$ cat src/hdl/fspc_params.svh
// register offsets, key values, random code addresses and timing counts
`ifndef FSPC_PARAMS_SVH
`define FSPC_PARAMS_SVH
`define FSPC_ADDR_AREA     8'hA7
`define FSPC_ADDR_TYPE     8'hF2
`define FSPC_ADDR_KEY1     8'hF3
`define FSPC_ADDR_KEY2     8'hF4
`define FSPC_ADDR_KEY3     8'hF5
`define FSPC_ADDR_KEY4     8'hF6
`define FSPC_ADDR_PAGE     8'hF7
`define FSPC_ADDR_OFFS     8'hFB
`define FSPC_ADDR_DATA     8'hFC
`define FSPC_TYPE_ERASE    8'hE6
`define FSPC_TYPE_PROG     8'h6E
`define FSPC_KEY1_VAL      4'h5
`define FSPC_KEY2_VAL      4'hA
`define FSPC_KEY3_VAL      4'h9
`define FSPC_KEY4_VAL      4'h6
`define FSPC_REG_RESET     8'h00
`define FSPC_KEY_RESET     4'h0
`define FSPC_NOP_CYCLES    4
`define FSPC_RAND_ADDR0    16'h127D
`define FSPC_RAND_ADDR2    16'h127F
`define FSPC_PROG_TIME_NS  20000
`define FSPC_ERASE_TIME_NS 2000000
`define FSPC_CLK_NS        8
`endif

$ cat src/hdl/fspc_pkg.sv
// types shared by the flash self-programming sequencer
package fspc_pkg;
  typedef enum logic [4:0] {
    FSPC_IDLE  = 5'b00001,
    FSPC_ARMED = 5'b00010,
    FSPC_WAIT  = 5'b00100,
    FSPC_RUN   = 5'b01000,
    FSPC_DONE  = 5'b10000
  } fspc_state_type;
  typedef enum logic [1:0] {
    FSPC_OP_NONE  = 2'h0,
    FSPC_OP_ERASE = 2'h1,
    FSPC_OP_PROG  = 2'h2
  } fspc_op_type;
endpackage

$ cat src/hdl/fspc_addr_map.sv
// flash target address and protection decode from page and offset
`timescale 1ns/10ps
`include "fspc_params.svh"
module fspc_addr_map
  import fspc_pkg::*;
(
  input  wire logic        area_sel,
  input  wire logic [7:0]  page,
  input  wire logic [7:0]  offset,
  input  wire logic [3:0]  prot_mode1_n,
  input  wire logic        prot_mode2,
  input  wire logic [3:0]  exec_sector,
  output logic      [13:0] addr,
  output logic             allowed
);
  always_comb
  begin
    if (area_sel)
    begin
      addr    = {3'h0, page[2:0], offset};
      allowed = 1'b1;
    end
    else
    begin
      addr    = {page[5:2], page[1:0], offset};
      // protection unit is four sectors; mode bits active mean locked
      allowed = prot_mode1_n[page[5:4]] && !prot_mode2;
    end
  end
  // erase of the running sector is refused in the top, which knows op type
  wire unused_ok = |{page[7:6], exec_sector};
endmodule

$ cat src/hdl/fspc_unlock.sv
// four-step unlock key tracker; any wrong key in sequence drops it
`timescale 1ns/10ps
`include "fspc_params.svh"
module fspc_unlock
  import fspc_pkg::*;
(
  input  wire logic       ref_clk,
  input  wire logic       rst,
  input  wire logic       type_wr,
  input  wire logic [3:0] key_wr,
  input  wire logic [3:0] key_val,
  input  wire logic       other_wr,
  output logic            unlocked
);
  typedef struct packed {
    logic [2:0] step;
    logic       ok;
  } fspc_ul_type;
  fspc_ul_type s_q;
  fspc_ul_type s_d;
  function automatic logic [3:0] expect_key(input logic [1:0] idx);
    unique case (idx)
      2'd0: expect_key = `FSPC_KEY1_VAL;
      2'd1: expect_key = `FSPC_KEY2_VAL;
      2'd2: expect_key = `FSPC_KEY3_VAL;
      2'd3: expect_key = `FSPC_KEY4_VAL;
    endcase
  endfunction
  always_comb
  begin
    s_d    = s_q;
    s_d.ok = 1'b0;
    if (type_wr)
      s_d.step = 3'd1;
    else if (|key_wr)
    begin
      // key must land on the expected register with the expected value
      if (s_q.step != 3'd0 && key_wr[s_q.step[1:0] - 2'd1]
          && key_val == expect_key(2'(s_q.step - 3'd1)))
      begin
        if (s_q.step == 3'd4)
        begin
          s_d.step = 3'd0;
          s_d.ok   = 1'b1;
        end
        else
          s_d.step = s_q.step + 3'd1;
      end
      else
        s_d.step = 3'd0;
    end
    else if (other_wr)
      s_d.step = 3'd0;
  end
  always_ff @(posedge ref_clk or posedge rst)
  begin
    if (rst)
      s_q <= '0;
    else
      s_q <= s_d;
  end
  assign unlocked = s_q.ok;
  chk_wrong_key_drops: assert property (@(posedge ref_clk) disable iff (rst)
    (|key_wr && s_q.step == 3'd1 && key_val != `FSPC_KEY1_VAL) |=> !s_q.ok && s_q.step == 3'd0)
    else $error("wrong first key did not abort");
  chk_ok_needs_key4: assert property (@(posedge ref_clk) disable iff (rst)
    s_q.ok |-> $past(key_wr[3]) && $past(key_val) == `FSPC_KEY4_VAL)
    else $error("unlock without fourth key");
endmodule

$ cat src/hdl/fspc_ctrl.sv
// flash self-programming sequencer with its special function registers
`timescale 1ns/10ps
`include "fspc_params.svh"
// How it works
// - main array: page bits 5..2 pick the 1KB sector, bits 1..0 upper address
// - page bits 1..0 and offset form a 10-bit byte offset in the sector
// - second array: page bits 2..0 pick one of eight sectors, rest ignored
// - second array: full offset register addresses the 256-byte sector
// - program writes the data register byte to the addressed location
// - type register E6 means sector erase, 6E means byte program
// - first key must be 5 or the operation is abandoned
// - second key must be A or the operation is abandoned
// - third key must be 9 or the operation is abandoned
// - fourth key must be 6 or the operation is abandoned
// - cpu held idle during byte program, released on completion
// - cpu held idle during sector erase, released on completion
// - main-array program or erase refused unless protect modes 1 and 2 off
// - second-array operations ignore code protection
// - access select 0 targets main array, 1 the second array, for reads too
// - with access select, reads at 127D..127F return the random code
// - random code is fixed and no erase touches it
// - external programming mode follows the entry pin level three clocks later
// - erase of the sector holding running code is refused
module fspc_ctrl
  import fspc_pkg::*;
#(
  parameter int          PROG_CYCLES  = `FSPC_PROG_TIME_NS / `FSPC_CLK_NS,
  parameter int          ERASE_CYCLES = `FSPC_ERASE_TIME_NS / `FSPC_CLK_NS,
  // value arbitrary, stands in for the per-chip code fused at test
  parameter logic [23:0] RANDOM_CODE  = 24'h5A3C96
)
(
  input  wire logic        ref_clk,
  input  wire logic        rst,
  input  wire logic        sfr_wr,
  input  wire logic        sfr_rd,
  input  wire logic [7:0]  sfr_addr,
  input  wire logic [7:0]  sfr_wdata,
  output logic      [7:0]  sfr_rdata,
  input  wire logic        code_rd,
  input  wire logic [15:0] code_addr,
  output logic      [7:0]  code_rdata,
  input  wire logic [3:0]  prot_mode1_n,
  input  wire logic        prot_mode2,
  input  wire logic [15:0] exec_pc,
  input  wire logic        icp_entry,
  input  wire logic [7:0]  main_rdata,
  input  wire logic [7:0]  aux_rdata,
  input  wire logic        flash_done_pin,
  output logic             cpu_idle,
  output logic             flash_erase,
  output logic             flash_prog,
  output logic             flash_aux,
  output logic      [13:0] flash_addr,
  output logic      [7:0]  flash_wdata,
  output logic             icp_mode,
  output logic             op_refused
);
  typedef struct packed {
    fspc_state_type st;
    fspc_op_type    op;
    logic           area;
    logic [7:0]     typ;
    logic [3:0]     key1;
    logic [3:0]     key2;
    logic [3:0]     key3;
    logic [3:0]     key4;
    logic [7:0]     page;
    logic [7:0]     offs;
    logic [7:0]     data;
    logic [18:0]    cnt;
    logic [7:0]     rdata;
    logic [7:0]     crdata;
    logic           idle;
    logic           erase;
    logic           prog;
    logic           aux;
    logic [13:0]    faddr;
    logic [7:0]     fdata;
    logic [1:0]     icp_sync;
    logic [1:0]     done_sync;
    logic           in_circuit_programming;
    logic           refused;
  } fspc_top_type;
  fspc_top_type s_q;
  fspc_top_type s_d;
  logic [3:0]  key_wr;
  logic        type_wr;
  logic        unlocked;
  logic [13:0] map_addr;
  logic        map_ok;
  logic        self_sector;
  function automatic logic hit(input logic [7:0] a);
    hit = sfr_wr && sfr_addr == a;
  endfunction
  // decoded in a process so the strobes follow every change of the bus inputs
  always_comb
  begin
    key_wr  = {hit(`FSPC_ADDR_KEY4), hit(`FSPC_ADDR_KEY3),
               hit(`FSPC_ADDR_KEY2), hit(`FSPC_ADDR_KEY1)};
    type_wr = hit(`FSPC_ADDR_TYPE);
  end
  fspc_unlock fspc_unlock_i (
    .ref_clk  (ref_clk),
    .rst      (rst),
    .type_wr  (type_wr),
    .key_wr   (key_wr),
    .key_val  (sfr_wdata[3:0]),
    .other_wr (sfr_wr),
    .unlocked (unlocked)
  );
  fspc_addr_map fspc_addr_map_i (
    .area_sel     (s_q.area),
    .page         (s_q.page),
    .offset       (s_q.offs),
    .prot_mode1_n (prot_mode1_n),
    .prot_mode2   (prot_mode2),
    .exec_sector  (exec_pc[13:10]),
    .addr         (map_addr),
    .allowed      (map_ok)
  );
  // code runs from the main array only, so only there can it erase itself
  assign self_sector = !s_q.area && s_q.page[5:2] == exec_pc[13:10];
  always_comb
  begin
    s_d           = s_q;
    s_d.icp_sync  = {s_q.icp_sync[0], icp_entry};
    s_d.done_sync = {s_q.done_sync[0], flash_done_pin};
    s_d.in_circuit_programming       = s_q.icp_sync[1];
    if (sfr_wr && s_q.st == FSPC_IDLE)
    begin
      unique case (sfr_addr)
        `FSPC_ADDR_AREA: s_d.area = sfr_wdata[0];
        `FSPC_ADDR_TYPE: s_d.typ  = sfr_wdata;
        `FSPC_ADDR_KEY1: s_d.key1 = sfr_wdata[3:0];
        `FSPC_ADDR_KEY2: s_d.key2 = sfr_wdata[3:0];
        `FSPC_ADDR_KEY3: s_d.key3 = sfr_wdata[3:0];
        `FSPC_ADDR_KEY4: s_d.key4 = sfr_wdata[3:0];
        `FSPC_ADDR_PAGE: s_d.page = sfr_wdata;
        `FSPC_ADDR_OFFS: s_d.offs = sfr_wdata;
        `FSPC_ADDR_DATA: s_d.data = sfr_wdata;
        default:         s_d.area = s_q.area;
      endcase
    end
    s_d.rdata = `FSPC_REG_RESET;
    if (sfr_rd)
    begin
      unique case (sfr_addr)
        `FSPC_ADDR_AREA: s_d.rdata = {7'h00, s_q.area};
        `FSPC_ADDR_TYPE: s_d.rdata = s_q.typ;
        `FSPC_ADDR_KEY1: s_d.rdata = {4'h0, s_q.key1};
        `FSPC_ADDR_KEY2: s_d.rdata = {4'h0, s_q.key2};
        `FSPC_ADDR_KEY3: s_d.rdata = {4'h0, s_q.key3};
        `FSPC_ADDR_KEY4: s_d.rdata = {4'h0, s_q.key4};
        `FSPC_ADDR_PAGE: s_d.rdata = s_q.page;
        `FSPC_ADDR_OFFS: s_d.rdata = s_q.offs;
        `FSPC_ADDR_DATA: s_d.rdata = s_q.data;
        default:         s_d.rdata = `FSPC_REG_RESET;
      endcase
    end
    if (code_rd)
    begin
      if (s_q.area && code_addr >= `FSPC_RAND_ADDR0 && code_addr <= `FSPC_RAND_ADDR2)
        // fused code, no path from erase logic reaches it
        s_d.crdata = RANDOM_CODE[8'(code_addr - `FSPC_RAND_ADDR0) * 8 +: 8];
      else if (s_q.area)
        s_d.crdata = aux_rdata;
      else
        s_d.crdata = main_rdata;
    end
    unique case (s_q.st)
      FSPC_IDLE:
      begin
        s_d.refused = 1'b0;
        if (unlocked)
        begin
          if (s_q.typ == `FSPC_TYPE_ERASE)
            s_d.op = FSPC_OP_ERASE;
          else if (s_q.typ == `FSPC_TYPE_PROG)
            s_d.op = FSPC_OP_PROG;
          else
            s_d.op = FSPC_OP_NONE;
          s_d.st = FSPC_ARMED;
        end
      end
      FSPC_ARMED:
      begin
        // refused requests never reach the array and leave the cpu running
        if (s_q.op == FSPC_OP_NONE || !map_ok
            || (s_q.op == FSPC_OP_ERASE && self_sector))
        begin
          s_d.refused = 1'b1;
          s_d.st      = FSPC_IDLE;
        end
        else
        begin
          s_d.cnt = 19'(`FSPC_NOP_CYCLES);
          s_d.st  = FSPC_WAIT;
        end
      end
      FSPC_WAIT:
      begin
        // room for the trailing nops before the core is parked
        if (s_q.cnt == 19'd1)
        begin
          s_d.idle  = 1'b1;
          s_d.erase = s_q.op == FSPC_OP_ERASE;
          s_d.prog  = s_q.op == FSPC_OP_PROG;
          s_d.aux   = s_q.area;
          s_d.faddr = map_addr;
          s_d.fdata = s_q.data;
          s_d.cnt   = s_q.op == FSPC_OP_ERASE ? 19'(ERASE_CYCLES) : 19'(PROG_CYCLES);
          s_d.st    = FSPC_RUN;
        end
        else
          s_d.cnt = s_q.cnt - 19'd1;
      end
      FSPC_RUN:
      begin
        if (s_q.cnt == 19'd1 || s_q.done_sync[1])
          s_d.st = FSPC_DONE;
        else
          s_d.cnt = s_q.cnt - 19'd1;
      end
      FSPC_DONE:
      begin
        s_d.idle  = 1'b0;
        s_d.erase = 1'b0;
        s_d.prog  = 1'b0;
        s_d.op    = FSPC_OP_NONE;
        s_d.st    = FSPC_IDLE;
      end
    endcase
  end
  always_ff @(posedge ref_clk or posedge rst)
  begin
    if (rst)
    begin
      s_q    <= '0;
      s_q.st <= FSPC_IDLE;
    end
    else
      s_q <= s_d;
  end
  assign sfr_rdata   = s_q.rdata;
  assign code_rdata  = s_q.crdata;
  assign cpu_idle    = s_q.idle;
  assign flash_erase = s_q.erase;
  assign flash_prog  = s_q.prog;
  assign flash_aux   = s_q.aux;
  assign flash_addr  = s_q.faddr;
  assign flash_wdata = s_q.fdata;
  assign icp_mode    = s_q.in_circuit_programming;
  assign op_refused  = s_q.refused;
  chk_start_needs_unlock: assert property (@(posedge ref_clk) disable iff (rst)
    (s_q.st == FSPC_ARMED) |-> $past(unlocked))
    else $error("operation armed without unlock");
  chk_idle_while_prog: assert property (@(posedge ref_clk) disable iff (rst)
    (s_q.prog || s_q.erase) |-> s_q.idle)
    else $error("cpu not idle during flash operation");
  chk_idle_release: assert property (@(posedge ref_clk) disable iff (rst)
    (s_q.st == FSPC_DONE) |=> !s_q.idle && s_q.st == FSPC_IDLE)
    else $error("cpu not released after operation");
  chk_protect_refuse: assert property (@(posedge ref_clk) disable iff (rst)
    (s_q.st == FSPC_ARMED && !s_q.area && prot_mode2) |=> s_q.refused && !s_q.prog)
    else $error("protected main array not refused");
  chk_self_erase: assert property (@(posedge ref_clk) disable iff (rst)
    (s_q.st == FSPC_ARMED && s_q.op == FSPC_OP_ERASE && self_sector) |=> s_q.refused)
    else $error("running sector erase not refused");
  chk_nop_delay: assert property (@(posedge ref_clk) disable iff (rst)
    (s_q.st == FSPC_ARMED && !s_d.refused) |=> !s_q.idle [*4] ##1 s_q.idle)
    else $error("operation start not four cycles after arm");
  chk_prog_data: assert property (@(posedge ref_clk) disable iff (rst)
    $rose(s_q.prog) |-> s_q.fdata == s_q.data)
    else $error("programmed byte differs from data register");
  chk_rand_read: assert property (@(posedge ref_clk) disable iff (rst)
    (code_rd && s_q.area && code_addr == `FSPC_RAND_ADDR0) |=> s_q.crdata == RANDOM_CODE[7:0])
    else $error("random code byte wrong");
  chk_erase_type: assert property (@(posedge ref_clk) disable iff (rst)
    $rose(s_q.erase) |-> s_q.typ == `FSPC_TYPE_ERASE)
    else $error("erase started without erase type");
  chk_prog_type: assert property (@(posedge ref_clk) disable iff (rst)
    $rose(s_q.prog) |-> s_q.typ == `FSPC_TYPE_PROG)
    else $error("program started without program type");
  chk_main_addr: assert property (@(posedge ref_clk) disable iff (rst)
    ($rose(s_q.idle) && !s_q.aux) |-> s_q.faddr == {s_q.page[5:0], s_q.offs})
    else $error("main array address wrong");
  chk_aux_addr: assert property (@(posedge ref_clk) disable iff (rst)
    ($rose(s_q.idle) && s_q.aux) |-> s_q.faddr == {3'h0, s_q.page[2:0], s_q.offs})
    else $error("second array address wrong");
  chk_aux_unprotected: assert property (@(posedge ref_clk) disable iff (rst)
    (s_q.st == FSPC_ARMED && s_q.area && s_q.op != FSPC_OP_NONE) |=> !s_q.refused)
    else $error("second array operation refused");
  chk_refuse_quiet: assert property (@(posedge ref_clk) disable iff (rst)
    s_q.refused |-> !s_q.idle && !s_q.prog && !s_q.erase)
    else $error("refused operation reached the array");
  chk_refuse_pulse: assert property (@(posedge ref_clk) disable iff (rst)
    s_q.refused |=> !s_q.refused)
    else $error("refusal flag longer than one cycle");
endmodule

$ cat config.mk
export PLATFORM = sky130hd
export DESIGN_NAME = fspc_ctrl
export DESIGN_NICKNAME = d
export VERILOG_FILES = /design/src/hdl/fspc_pkg.sv /design/src/hdl/fspc_addr_map.sv /design/src/hdl/fspc_unlock.sv /design/src/hdl/fspc_ctrl.sv
export VERILOG_INCLUDE_DIRS = /design/src /design/src/hdl
export SDC_FILE = /design/constraint.sdc
export NUM_CORES = 1
export LEC_CHECK = 0
export BUFFER_PORTS_ARGS = -buffer_cell sky130_fd_sc_hd__clkbuf_2
export CELL_PAD_IN_SITES_DETAIL_PLACEMENT = 0
export CELL_PAD_IN_SITES_GLOBAL_PLACEMENT = 1
export CORE_ASPECT_RATIO = 1.4
export CORE_UTILIZATION = 45
export CTS_BUF_LIST = sky130_fd_sc_hd__clkbuf_2 sky130_fd_sc_hd__clkbuf_4 sky130_fd_sc_hd__clkbuf_8
export CTS_CLUSTER_DIAMETER = 150
export DETAILED_ROUTE_END_ITERATION = 8
export PLACE_DENSITY_LB_ADDON = 0.3
export SYNTH_ARGS = -nofsm -noshare
export SYNTH_HDL_FRONTEND = slang
export SYNTH_SLANG_ARGS = --single-unit
$ cat constraint.sdc
create_clock -name ref_clk -period 4.2 [get_ports ref_clk]
set_input_delay 0.21 -clock ref_clk [delete_from_list [all_inputs] [get_ports ref_clk]]
set_output_delay 0.21 -clock ref_clk [all_outputs]
set_load 0.005 [all_outputs]
==> results of run 1 <==
## state kept, by name, indices dropped and copies added, names as in the netlist, 3 cells and up
| name | count |
|---|---|
| sfr_rdata | 8 |
| flash_wdata | 8 |
| s_d | 3 |
| code_rdata | 8 |
| s_q | 76 |
| flash_addr | 14 |
| fspc_unlock_i.s_q | 3 |
## layout make-up
type,instances,area [um^2]
tap,189,236
timing repair buffer,115,601
fill,1383,6920
inverter,16,62.6
clock inverter,14,215
sequential,127,3180
multi-input combinational,463,3110
clock buffer,18,248
## worst max path at each step
| stage | to | slack, ps | cells past startpoint |
|---|---|---|---|
| global route | s_q[65] | 1400 | 6 |
| detailed placement | s_q[65] | 1530 | 5 |
| floorplan | code_rdata[0] | 610 | 1 |
| global placement | s_q[65] | 1630 | 5 |
| CTS | s_q[65] | 1530 | 5 |
| finish | s_q[65] | 1520 | 5 |
## power groups by stage
stage                     logic [W]  clock network, W  registers (W)
final                      0.000711           0.00122        0.00142
after global routing       0.000790           0.00131        0.00143
after global placement     0.000680                 0        0.00143
after floorplan            0.000541                 0        0.00141
after detailed placement   0.000710                 0        0.00143
after CTS                  0.000711           0.00125        0.00141
## worst register-to-register path, stage by stage, from the launching register on
cell and delay [ps]:
dfrtp_1 530, mux4_1 590, a21oi_1 280, a211o_1 520, nor2_1 300, o221a_2 350
## layer usage
metal  vias up  part of all wire (%)
met2       177                    51
met3        41                   5.1
li1       2522                     -
met5         -                     0
met1      2571                    41
met4         0                   2.6
## Yosys cell counts, types with 4 or more instances
cell type,instances,area share [%]
a22o_1,8,1.0
o21a_1,7,0.78
buf_4,38,4.2
nor3_1,15,1.1
xor2_1,4,0.52
ha_1,6,1.1
o211ai_1,4,0.44
or3_1,5,0.46
o31ai_1,17,1.9
and2_1,10,0.92
nor2_1,46,2.5
mux2i_1,7,1.0
a31oi_1,10,0.92
nand3b_1,5,0.55
o21ai_0,23,1.7
nor4_1,5,0.46
and3_1,7,0.65
clkbuf_1,12,0.66
a22oi_1,9,1.0
nor4b_1,4,0.52
a21oi_1,20,1.5
inv_1,16,0.89
nand2b_1,6,0.55
buf_2,18,1.3
nor2b_1,10,0.92
nor3b_1,4,0.44
o311ai_0,5,0.65
mux2_2,51,8.5
nand2_1,100,5.5
nand3_1,12,0.89
dfrtp_1,126,47
a222oi_1,8,1.2
## stage by stage
step	power, W	hold WS [ps]	util, %	cell area [um^2]	setup slack (ps)
6_report	0.00335	-38.2	52.5	7660	1520
5_1_grt	0.00353	33.7	52.5	7660	1400
4_1_cts	0.00337	1.92	52.5	7660	1530
3_5_place_dp	0.00214	321	49.2	7170	1530
3_3_place_gp	0.00211	319	49.2	7170	1630
2_1_floorplan	0.00195	241	-	6780	607
## kinds of logic after synthesis
group | share of synthesized area, %
buffers and inverters | 7.20
adder cells (fa/ha/maj) | 1.11
XOR/XNOR | 0.905
flip-flops | 46.9
multiplexers | 9.90
AND/OR/NAND/NOR | 19.9
AO/OA/AOI/OAI | 14.1
==> impl_metrics.sql, run 1 <==
INSERT INTO impl_metrics (metric_group, metric, value, unit) VALUES
('detailed_routing', 'final_antenna_net_count', '0', ''),
('floorplanning', 'rows', '52', ''),
('timing', 'max_freq', '372', 'MHz'),
('power', 'power.static_leakage', '3.65', 'nW'),
('place', 'placed_cells', '908', ''),
('cts', 'clk_transition_reported_paths', '80', 'ps'),
('timing', 'total_count_of_hold_check_failures_in_the_final_report', '28', ''),
('timing', 'worst_relative_slew_slack', '36.9', '%'),
('timing', 'report.final.slew_viol_count', '0', ''),
('setup_path', 'worst_r2r_endpoint', 's_q[65]', ''),
('synthesis', 'synth_enable_flop_cells', '0', ''),
('setup_path', 'crit-reg2reg-launch', 's_q[87]', ''),
('detailed_routing', 'num_vias', '5311', ''),
('place', 'final_weighted_congestion_in_routability_driven_placement', '0.880', ''),
('cts', 'postCtsSetupRepairBufs', '0', ''),
('power', 'power.clock.fraction', '36.5', '%'),
('setup_path', 'criticalPathCategory', 'reg2reg', ''),
('floorplanning', 'dieWidth', '106', 'um'),
('grt', 'first_global_vias', '5583', ''),
('floorplanning', 'initial_utilization', '46.5', '%'),
('cts', 'tritoncts.num_buffers', '17', ''),
('floorplanning', 'boundaryPins', '120', ''),
('place', 'place_hpwl', '12000', 'um'),
('cts', 'hold_buffers', '2', ''),
('setup_path', 'critPathRequiredTime', '4530', 'ps'),
('grt', 'globalRouteMet2Util', '39.5', '%'),
('finish', 'area.growth.synth_to_final', '13.0', '%'),
('outcome', 'violations', 'hold timing', ''),
('cts', 'cts.path.max_buffers', '2', ''),
('cts', 'tritoncts', 'yes', ''),
('synthesis', 'synth.net_count', '758', ''),
('timing', 'setup-violations-final', '0', ''),
('timing', 'hold_slack', '-38.2', 'ps'),
('synthesis', 'synthesis.yosys.warnings', '0', ''),
('grt', 'gr_layer_usage_met1', '27.0', '%'),
('grt', 'grt_usage', '23.1', '%'),
('setup_path', 'path_delay_family', 'compound AO/OA/AOI/OAI gates', ''),
('grt', 'global_route.usage.met3', '5.50', '%'),
('finish', 'stdcell_count', '942', ''),
('detailed_routing', 'routed_wirelength_normalized_by_instance_count', '17.6', 'um'),
('cts', 'post_cts.resized_instances', '0', ''),
('timing', 'setup-tns-final', '0', 'ps'),
('setup_path', 'reg2reg_slack', '1520', 'ps'),
('finish', 'layout.cells.most_common', 'dfrtp_1', ''),
('grt', 'grt_first_pass_wirelength', '27900', 'um'),
('outcome', 'run_status', 'finished with violations', ''),
('synthesis', 'synth.ff_latch_count', '127', ''),
('power', 'seq_power_share', '42.3', '%'),
('grt', 'globalRoute.busiestLayer', 'met2', ''),
('timing', 'min_period_over_period', '63.9', '%'),
('setup_path', 'crit_arrival', '3010', 'ps'),
('finish', 'final_layout_size_suffix_gt1_share', '29.6', '%'),
('timing', 'worst-slew-pin-transition', '947', 'ps'),
('floorplanning', 'dieHeight', '147', 'um'),
('cts', 'clk_root_buffer_cell', 'clkbuf_8', ''),
('setup_path', 'cp_max_fo', '15', ''),
('floorplanning', 'fp.dieArea', '15600', 'um^2'),
('finish', 'num-nets-final', '822', ''),
('power', 'power_density', '437', 'nW/um^2'),
('synthesis', 'postSynth.asyncResetShare', '100', '%'),
('timing', 'fin_skew', '13.1', 'ps'),
('finish', 'final_cell_mix', 'dfrtp_1, clkbuf_2, nand2_1', ''),
('finish', 'num_antenna_cells', '0', ''),
('power', 'internal_power', '0.00231', 'W'),
('timing', 'grt_setup_unrepaired', 'false', ''),
('detailed_routing', 'firstDrtPassIters', '6', ''),
('cts', 'insertion_delay', '440', 'ps'),
('setup_path', 'cp_cell_sequence', 'mux4_1 > a21oi_1 > a211o_1 > nor2_1 > o221a_2', ''),
('synthesis', 'ys.flop_type', 'dfrtp_1', ''),
('power', 'power_switching', '0.00104', 'W'),
('power', 'power.share.combinational', '21.2', '%');
Power figures use the tool's default switching activity.
==> inputs of run 2 (changes only) <==
Clock period 4.2 ns to 2.7 ns, I/O delays scaled along.
==> run 2 against run 1 <==
The run now ends clean. Non-clock buffer count is 21 higher. Highest routed layer unchanged. Die area stayed put. Sequential share of layout area is 0.84 points lower. First-iteration DRC count is 4.1% higher. Design area is 2.1% higher.
==> impl_metrics.sql, run 2 (synthesized netlist as in run 1, its figures left out) <==
INSERT INTO impl_metrics (metric_group, metric, value, unit) VALUES
('outcome', 'run_status', 'complete, no violations', ''),
('finish', 'top_register_by_number_of_flip_flops', 's_q', ''),
('timing', 'worst_relative_slew_slack', '44.0', '%'),
('floorplanning', 'boundaryPins', '120', ''),
('detailed_routing', 'finalWirelength', '17200', 'um'),
('cts', 'ctsHtreeMaxLevel', '4', ''),
('cts', 'post_cts.resized_instances', '0', ''),
('cts', 'tritoncts', 'yes', ''),
('timing', 'layout_min_cycle_time', '2410', 'ps'),
('detailed_routing', 'num_vias', '5410', ''),
('finish', 'final_cell_mix', 'dfrtp_1, clkbuf_2, nand2_1', ''),
('floorplanning', 'fp.dieArea', '15600', 'um^2'),
('power', 'power_density', '665', 'nW/um^2'),
('detailed_routing', 'initialDrtViolationCount', '302', ''),
('timing', 'setup-violations-final', '0', ''),
('timing', 'fin_ws', '293', 'ps'),
('cts', 'numClockSinks', '127', ''),
('floorplanning', 'initial_utilization', '46.5', '%'),
('setup_path', 'criticalPathCategory', 'reg2reg', ''),
('floorplanning', 'core_region_area', '14600', 'um^2'),
('worst_hold_path', 'hold_class', 'in2reg', ''),
('power', 'power.share.combinational', '22.5', '%'),
('setup_path', 'slowest_stage', 'nor3_1', ''),
('timing', 'max_freq', '416', 'MHz'),
('grt', 'first_global_vias', '5639', ''),
('cts', 'clk_root_buffer_cell', 'clkbuf_8', ''),
('cts', 'hold_buffers', '7', ''),
('setup_path', 'critical-path-top-cell-by-count', 'nor3_1', ''),
('power', 'internal_power', '0.00354', 'W'),
('place', 'place_hpwl', '12500', 'um'),
('setup_path', 'setup.worst_path.start_class', 'flop', ''),
('grt', 'grt_antenna_before_repair', '0', ''),
('power', 'max-vdd-ir-drop', '0.287', 'mV'),
('cts', 'cts.path.max_buffers', '2', ''),
('power', 'power.static_leakage', '3.74', 'nW'),
('finish', 'num_antenna_cells', '0', ''),
('cts', 'insertion_delay', '440', 'ps'),
('timing', 'min_period_over_period', '89.1', '%'),
('timing', 'report.final.slew_viol_count', '0', ''),
('cts', 'tritoncts.num_buffers', '17', ''),
('grt', 'gr-total-overflow', '0', ''),
('setup_path', 'type_of_element_capturing_the_critical_path', 'flop', ''),
('setup_path', 'crit_arrival', '2740', 'ps'),
('grt', 'grt_usage', '23.6', '%'),
('finish', 'layout.cells.most_common', 'dfrtp_1', ''),
('power', 'sw_frac_of_total', '31.8', '%'),
('timing', 'worst-slew-pin-transition', '839', 'ps'),
('grt', 'grt_first_pass_wirelength', '28600', 'um'),
('floorplanning', 'dieHeight', '147', 'um'),
('detailed_routing', 'firstDrtPassIters', '5', ''),
('setup_path', 'cp_max_fo', '8', ''),
('finish', 'final_layout_size_suffix_gt1_share', '30.8', '%'),
('detailed_routing', 'drc', '0', ''),
('detailed_routing', 'routed_wirelength_normalized_by_instance_count', '17.9', 'um'),
('setup_path', 'critPathRequiredTime', '3040', 'ps'),
('cts', 'clk_transition_reported_paths', '80', 'ps'),
('detailed_routing', 'viasPerCell', '5.62', ''),
('detailed_routing', 'final_antenna_net_count', '0', ''),
('timing', 'setup-tns-final', '0', 'ps'),
('setup_path', 'cp_cell_sequence', 'nor3_1 > nand4_2 > nor3_1 > a211o_1 > nor2_1 > o221a_2', ''),
('power', 'power_switching', '0.00166', 'W'),
('grt', 'grt_max_degree', '60', ''),
('setup_path', 'critical_path.max_stage_delay', '450', 'ps'),
('cts', 'postCtsSetupRepairBufs', '0', ''),
('finish', 'number_of_flip_flops_in_the_largest_register', '76', ''),
('timing', 'fin_skew', '11.2', 'ps'),
('timing', 'total_count_of_hold_check_failures_in_the_final_report', '0', ''),
('run', 'timing.max_cap.violations', '0', ''),
('finish', 'area.growth.synth_to_final', '15.3', '%'),
('floorplanning', 'dieWidth', '106', 'um'),
('power', 'power.clock.fraction', '35.2', '%'),
('place', 'final_weighted_congestion_in_routability_driven_placement', '0.901', ''),
('floorplanning', 'rows', '52', ''),
('place', 'placement.io_buffers', '107', ''),
('timing', 'grt_setup_unrepaired', 'false', ''),
('power', 'seq_power_share', '42.3', '%'),
('finish', 'num-nets-final', '843', ''),
('place', 'place_worst_setup_slack', '326', 'ps');
## run 2: power groups by stage
stage                     Sequential (W)  Clock, W  Combinational (W)
after floorplan                  0.00219         0           0.000842
after global placement           0.00222         0            0.00112
after detailed placement         0.00223         0            0.00116
after CTS                        0.00219   0.00187            0.00117
after global routing             0.00222   0.00196            0.00129
final                            0.00220   0.00183            0.00117
## run 2: cell type report
class                      count  area, um^2
clock buffer                  18         248
clock inverter                13         189
fill                        1365        6760
inverter                      16        63.8
multi-input combinational    463        3110
sequential                   127        3180
tap                          189         236
timing repair buffer         136         783
## run 2: path summary, 6_finish.rpt
| path | from | end | slack (ps) | cells past startpoint |
|---|---|---|---|---|
| setup / recovery | s_q[58] | s_q[62] | 290 | 6 |
| hold / removal | sfr_wdata[4] | s_q[111] | 20 | 2 |
| setup reg to reg | s_q[58] | s_q[62] | 290 | 6 |
| hold reg to reg | s_d[3] | s_q[3] | 350 | 0 |
| max in group asynchronous | rst | s_q[118] | 1440 | 4 |
| min in group asynchronous | rst | flash_wdata[5] | 380 | 3 |
## run 2: per-stage QoR
stage,hold WS (ps),area [um^2],cells,util (%),total power (W)
after CTS,15.7,7810,962,53.6,0.00523
after detailed placement,245,7310,924,50.1,0.00339
final,15.6,7810,962,53.6,0.00520
after floorplan,166,6780,676,-,0.00303
after global placement,244,7310,924,50.1,0.00334
after global routing,8.90,7810,962,53.6,0.00547
## run 2: critical path, delay by kind of cell, from the launching register on
family | cells | cell delay (ps)
DFF | 1 | 420
AOI/OAI and AO/OA | 2 | 600
and+or+nand+nor | 4 | 1280
## run 2: layer usage
layer	up-vias	GRT usage [%]	wire, um
met5	-	0	0
met4	0	9.65	463
met3	37	4.48	632
met2	158	42.9	9140
met1	2662	26.9	6960
li1	2553	-	-
==> inputs of run 3 (changes only) <==
Settings changed: RECOVER_POWER from default to 50, SLEW_MARGIN from default to 25.
==> run 3 against run 2 <==
Core utilization is 0.30 points lower. Register-to-register slack hardly changed. Sequential power hardly changed. Maximum frequency is 0.35% higher. Global-route usage stayed put. First-iteration DRC count is 4.0% lower. Combinational power hardly changed. Critical endpoint is now s_q[52]. Clock-buffer cell count stayed put. Clock skew hardly changed. Critical path type unchanged. Power is 0.15% lower. The run now ends with capacitance limit, slew limit left. Critical path depth stayed put. Worst hold slack better by 9.4 ps.
==> impl_metrics.sql, run 3 (synthesized netlist as in run 1, its figures left out) <==
INSERT INTO impl_metrics (metric_group, metric, value, unit) VALUES
('grt', 'grt_usage', '23.6', '%'),
('detailed_routing', 'initialDrtViolationCount', '290', ''),
('floorplanning', 'fp.dieArea', '15600', 'um^2'),
('power', 'power.share.combinational', '22.4', '%'),
('setup_path', 'cp_max_fo', '6', ''),
('place', 'place_worst_setup_slack', '326', 'ps'),
('detailed_routing', 'routed_wirelength_normalized_by_instance_count', '17.9', 'um'),
('power', 'internal_power', '0.00354', 'W'),
('timing', 'report.final.slew_viol_count', '38', ''),
('detailed_routing', 'num_vias', '5420', ''),
('timing', 'fin_skew', '10.7', 'ps'),
('grt', 'grt_max_degree', '60', ''),
('setup_path', 'criticalPathCategory', 'reg2reg', ''),
('power', 'max-vdd-ir-drop', '0.286', 'mV'),
('setup_path', 'critical_path.max_stage_delay', '450', 'ps'),
('setup_path', 'reg2reg_slack', '300', 'ps'),
('grt', 'gr-total-overflow', '0', ''),
('cts', 'ctsHtreeMaxLevel', '4', ''),
('power', 'power_switching', '0.00165', 'W'),
('cts', 'clk_transition_reported_paths', '80', 'ps'),
('floorplanning', 'rows', '52', ''),
('floorplanning', 'dieWidth', '106', 'um'),
('place', 'placed_cells', '924', ''),
('finish', 'final_layout_size_suffix_gt1_share', '28.1', '%'),
('power', 'power.clock.fraction', '35.3', '%'),
('detailed_routing', 'firstDrtPassIters', '5', ''),
('power', 'power.static_leakage', '3.66', 'nW'),
('cts', 'insertion_delay', '440', 'ps'),
('detailed_routing', 'final_antenna_net_count', '0', ''),
('floorplanning', 'core_region_area', '14600', 'um^2'),
('setup_path', 'type_of_element_capturing_the_critical_path', 'flop', ''),
('setup_path', 'slowest_stage', 'nor3_1', ''),
('timing', 'max_freq', '417', 'MHz'),
('floorplanning', 'boundaryPins', '120', ''),
('timing', 'min_period_over_period', '88.8', '%'),
('finish', 'num_antenna_cells', '0', ''),
('worst_hold_path', 'hold_class', 'in2reg', ''),
('setup_path', 'setup.worst_path.start_class', 'flop', ''),
('timing', 'worst_relative_slew_slack', '-10.1', '%'),
('power', 'seq_power_share', '42.3', '%'),
('cts', 'postCtsSetupRepairBufs', '0', ''),
('floorplanning', 'dieHeight', '147', 'um'),
('place', 'placement.io_buffers', '107', ''),
('power', 'sw_frac_of_total', '31.8', '%'),
('outcome', 'violations', 'capacitance limit, slew limit', ''),
('power', 'power_density', '668', 'nW/um^2'),
('timing', 'worst-slew-pin-transition', '1640', 'ps'),
('cts', 'cts.path.max_buffers', '2', ''),
('finish', 'stdcell_count', '962', ''),
('timing', 'grt_setup_unrepaired', 'false', ''),
('place', 'detailed_place.area', '7310', 'um^2'),
('timing', 'setup-violations-final', '0', ''),
('setup_path', 'worst-path-buf-inv', '0', ''),
('finish', 'top_register_by_number_of_flip_flops', 's_q', ''),
('finish', 'final_area', '7770', 'um^2'),
('detailed_routing', 'finalWirelength', '17200', 'um'),
('finish', 'final_cell_mix', 'dfrtp_1, nand2_1, clkbuf_2', ''),
('detailed_routing', 'viasPerCell', '5.63', ''),
('setup_path', 'cp_cell_sequence', 'nor3_1 > nand4_2 > o21ai_2 > and2_1 > o311ai_0 > o21a_1', ''),
('timing', 'fin_ws', '302', 'ps'),
('floorplanning', 'initial_utilization', '46.5', '%'),
('finish', 'final_core_utilization', '53.3', '%'),
('cts', 'numClockSinks', '127', ''),
('timing', 'setup-tns-final', '0', 'ps'),
('cts', 'tritoncts', 'yes', ''),
('place', 'place_hpwl', '12500', 'um'),
('grt', 'grt_antenna_before_repair', '0', ''),
('grt', 'grt_first_pass_wirelength', '28600', 'um'),
('finish', 'num-nets-final', '843', ''),
('run', 'timing.max_cap.violations', '1', ''),
('detailed_routing', 'drc', '0', ''),
('finish', 'area.growth.synth_to_final', '14.7', '%'),
('grt', 'first_global_vias', '5639', ''),
('cts', 'tritoncts.num_buffers', '17', ''),
('timing', 'layout_min_cycle_time', '2400', 'ps'),
('cts', 'clk_root_buffer_cell', 'clkbuf_8', ''),
('timing', 'total_count_of_hold_check_failures_in_the_final_report', '0', ''),
('setup_path', 'path_delay_family', 'simple AND/OR/NAND/NOR gates', ''),
('setup_path', 'crit_arrival', '2720', 'ps'),
('place', 'final_weighted_congestion_in_routability_driven_placement', '0.901', ''),
('setup_path', 'critPathRequiredTime', '3020', 'ps'),
('finish', 'number_of_flip_flops_in_the_largest_register', '76', ''),
('outcome', 'run_status', 'finished with violations', ''),
('finish', 'layout.cells.most_common', 'dfrtp_1', '');
==> run 3: cell types whose count changed in the layout (fill, tap and decap cells not counted) <==
cell and change:
buf_4 -1, clkbuf_4 +1, clkbuf_2 -20, clkbuf_1 +20, buf_12 -1, clkinvlp_2 +1, buf_1 +1, clkinvlp_4 -1
==> run 3: worst reg2reg max path: stages (launching register included) <==
cell and delay [ps]:
dfrtp_1 430, nor3_1 450, nand4_2 340, o21ai_2 390
and2_1 320, o311ai_0 180, o21a_1 170
==> run 3: power groups by stage <==
stage               clock [W]  combinational, W  sequential (W)
floorplan                   0          0.000842         0.00219
global placement            0           0.00112         0.00222
detailed placement          0           0.00116         0.00223
CTS                   0.00187           0.00117         0.00219
global route          0.00196           0.00129         0.00222
finish                0.00183           0.00116         0.00219
==> run 3: final timing paths <==
kind,cells past startpoint,to,startpoint
worst min register to register,0,s_d[1],s_d[5]
worst max register to register,6,s_q[52],s_q[58]
worst max-delay path,6,s_q[52],s_q[58]
max in group asynchronous,4,s_q[102],rst
min in group asynchronous,3,flash_wdata[5],rst
worst min-delay path,2,s_q[111],sfr_wdata[4]
==> run 3: area by class of cell <==
cell class	instances	area, um^2
clock buffers	18	248
clock inverters	13	189
well taps	189	236
fillers	1379	6800
repair buffers	136	742
inverters	16	61.3
multi-input cells	463	3110
flip-flops and latches	127	3180
==> run 3: timing repair <==
item | 4_1_cts | 5_1_grt
hold buffers | 7 | 0
endpoints found under the hold margin | 49 | 0
resized for setup | 0 | 0
==> run 3: metal layers <==
metal | wire length [um] | GRT usage, % | vias up | part of all wire [%]
li1 | - | - | 2557 | -
met1 | 6960 | 26.9 | 2677 | 40
met2 | 9210 | 42.9 | 150 | 54
met5 | 0 | 0 | - | 0
met4 | 457 | 9.65 | 0 | 2.7
met3 | 579 | 4.48 | 36 | 3.4
==> run 3: stage by stage <==
| step | hold WS [ps] | power, W |
|---|---|---|
| floorplan | 166 | 0.00303 |
| detailed placement | 245 | 0.00339 |
| CTS | 15.7 | 0.00523 |
| global route | 8.90 | 0.00546 |
| finish | 25.0 | 0.00519 |
| global placement | 244 | 0.00334 |
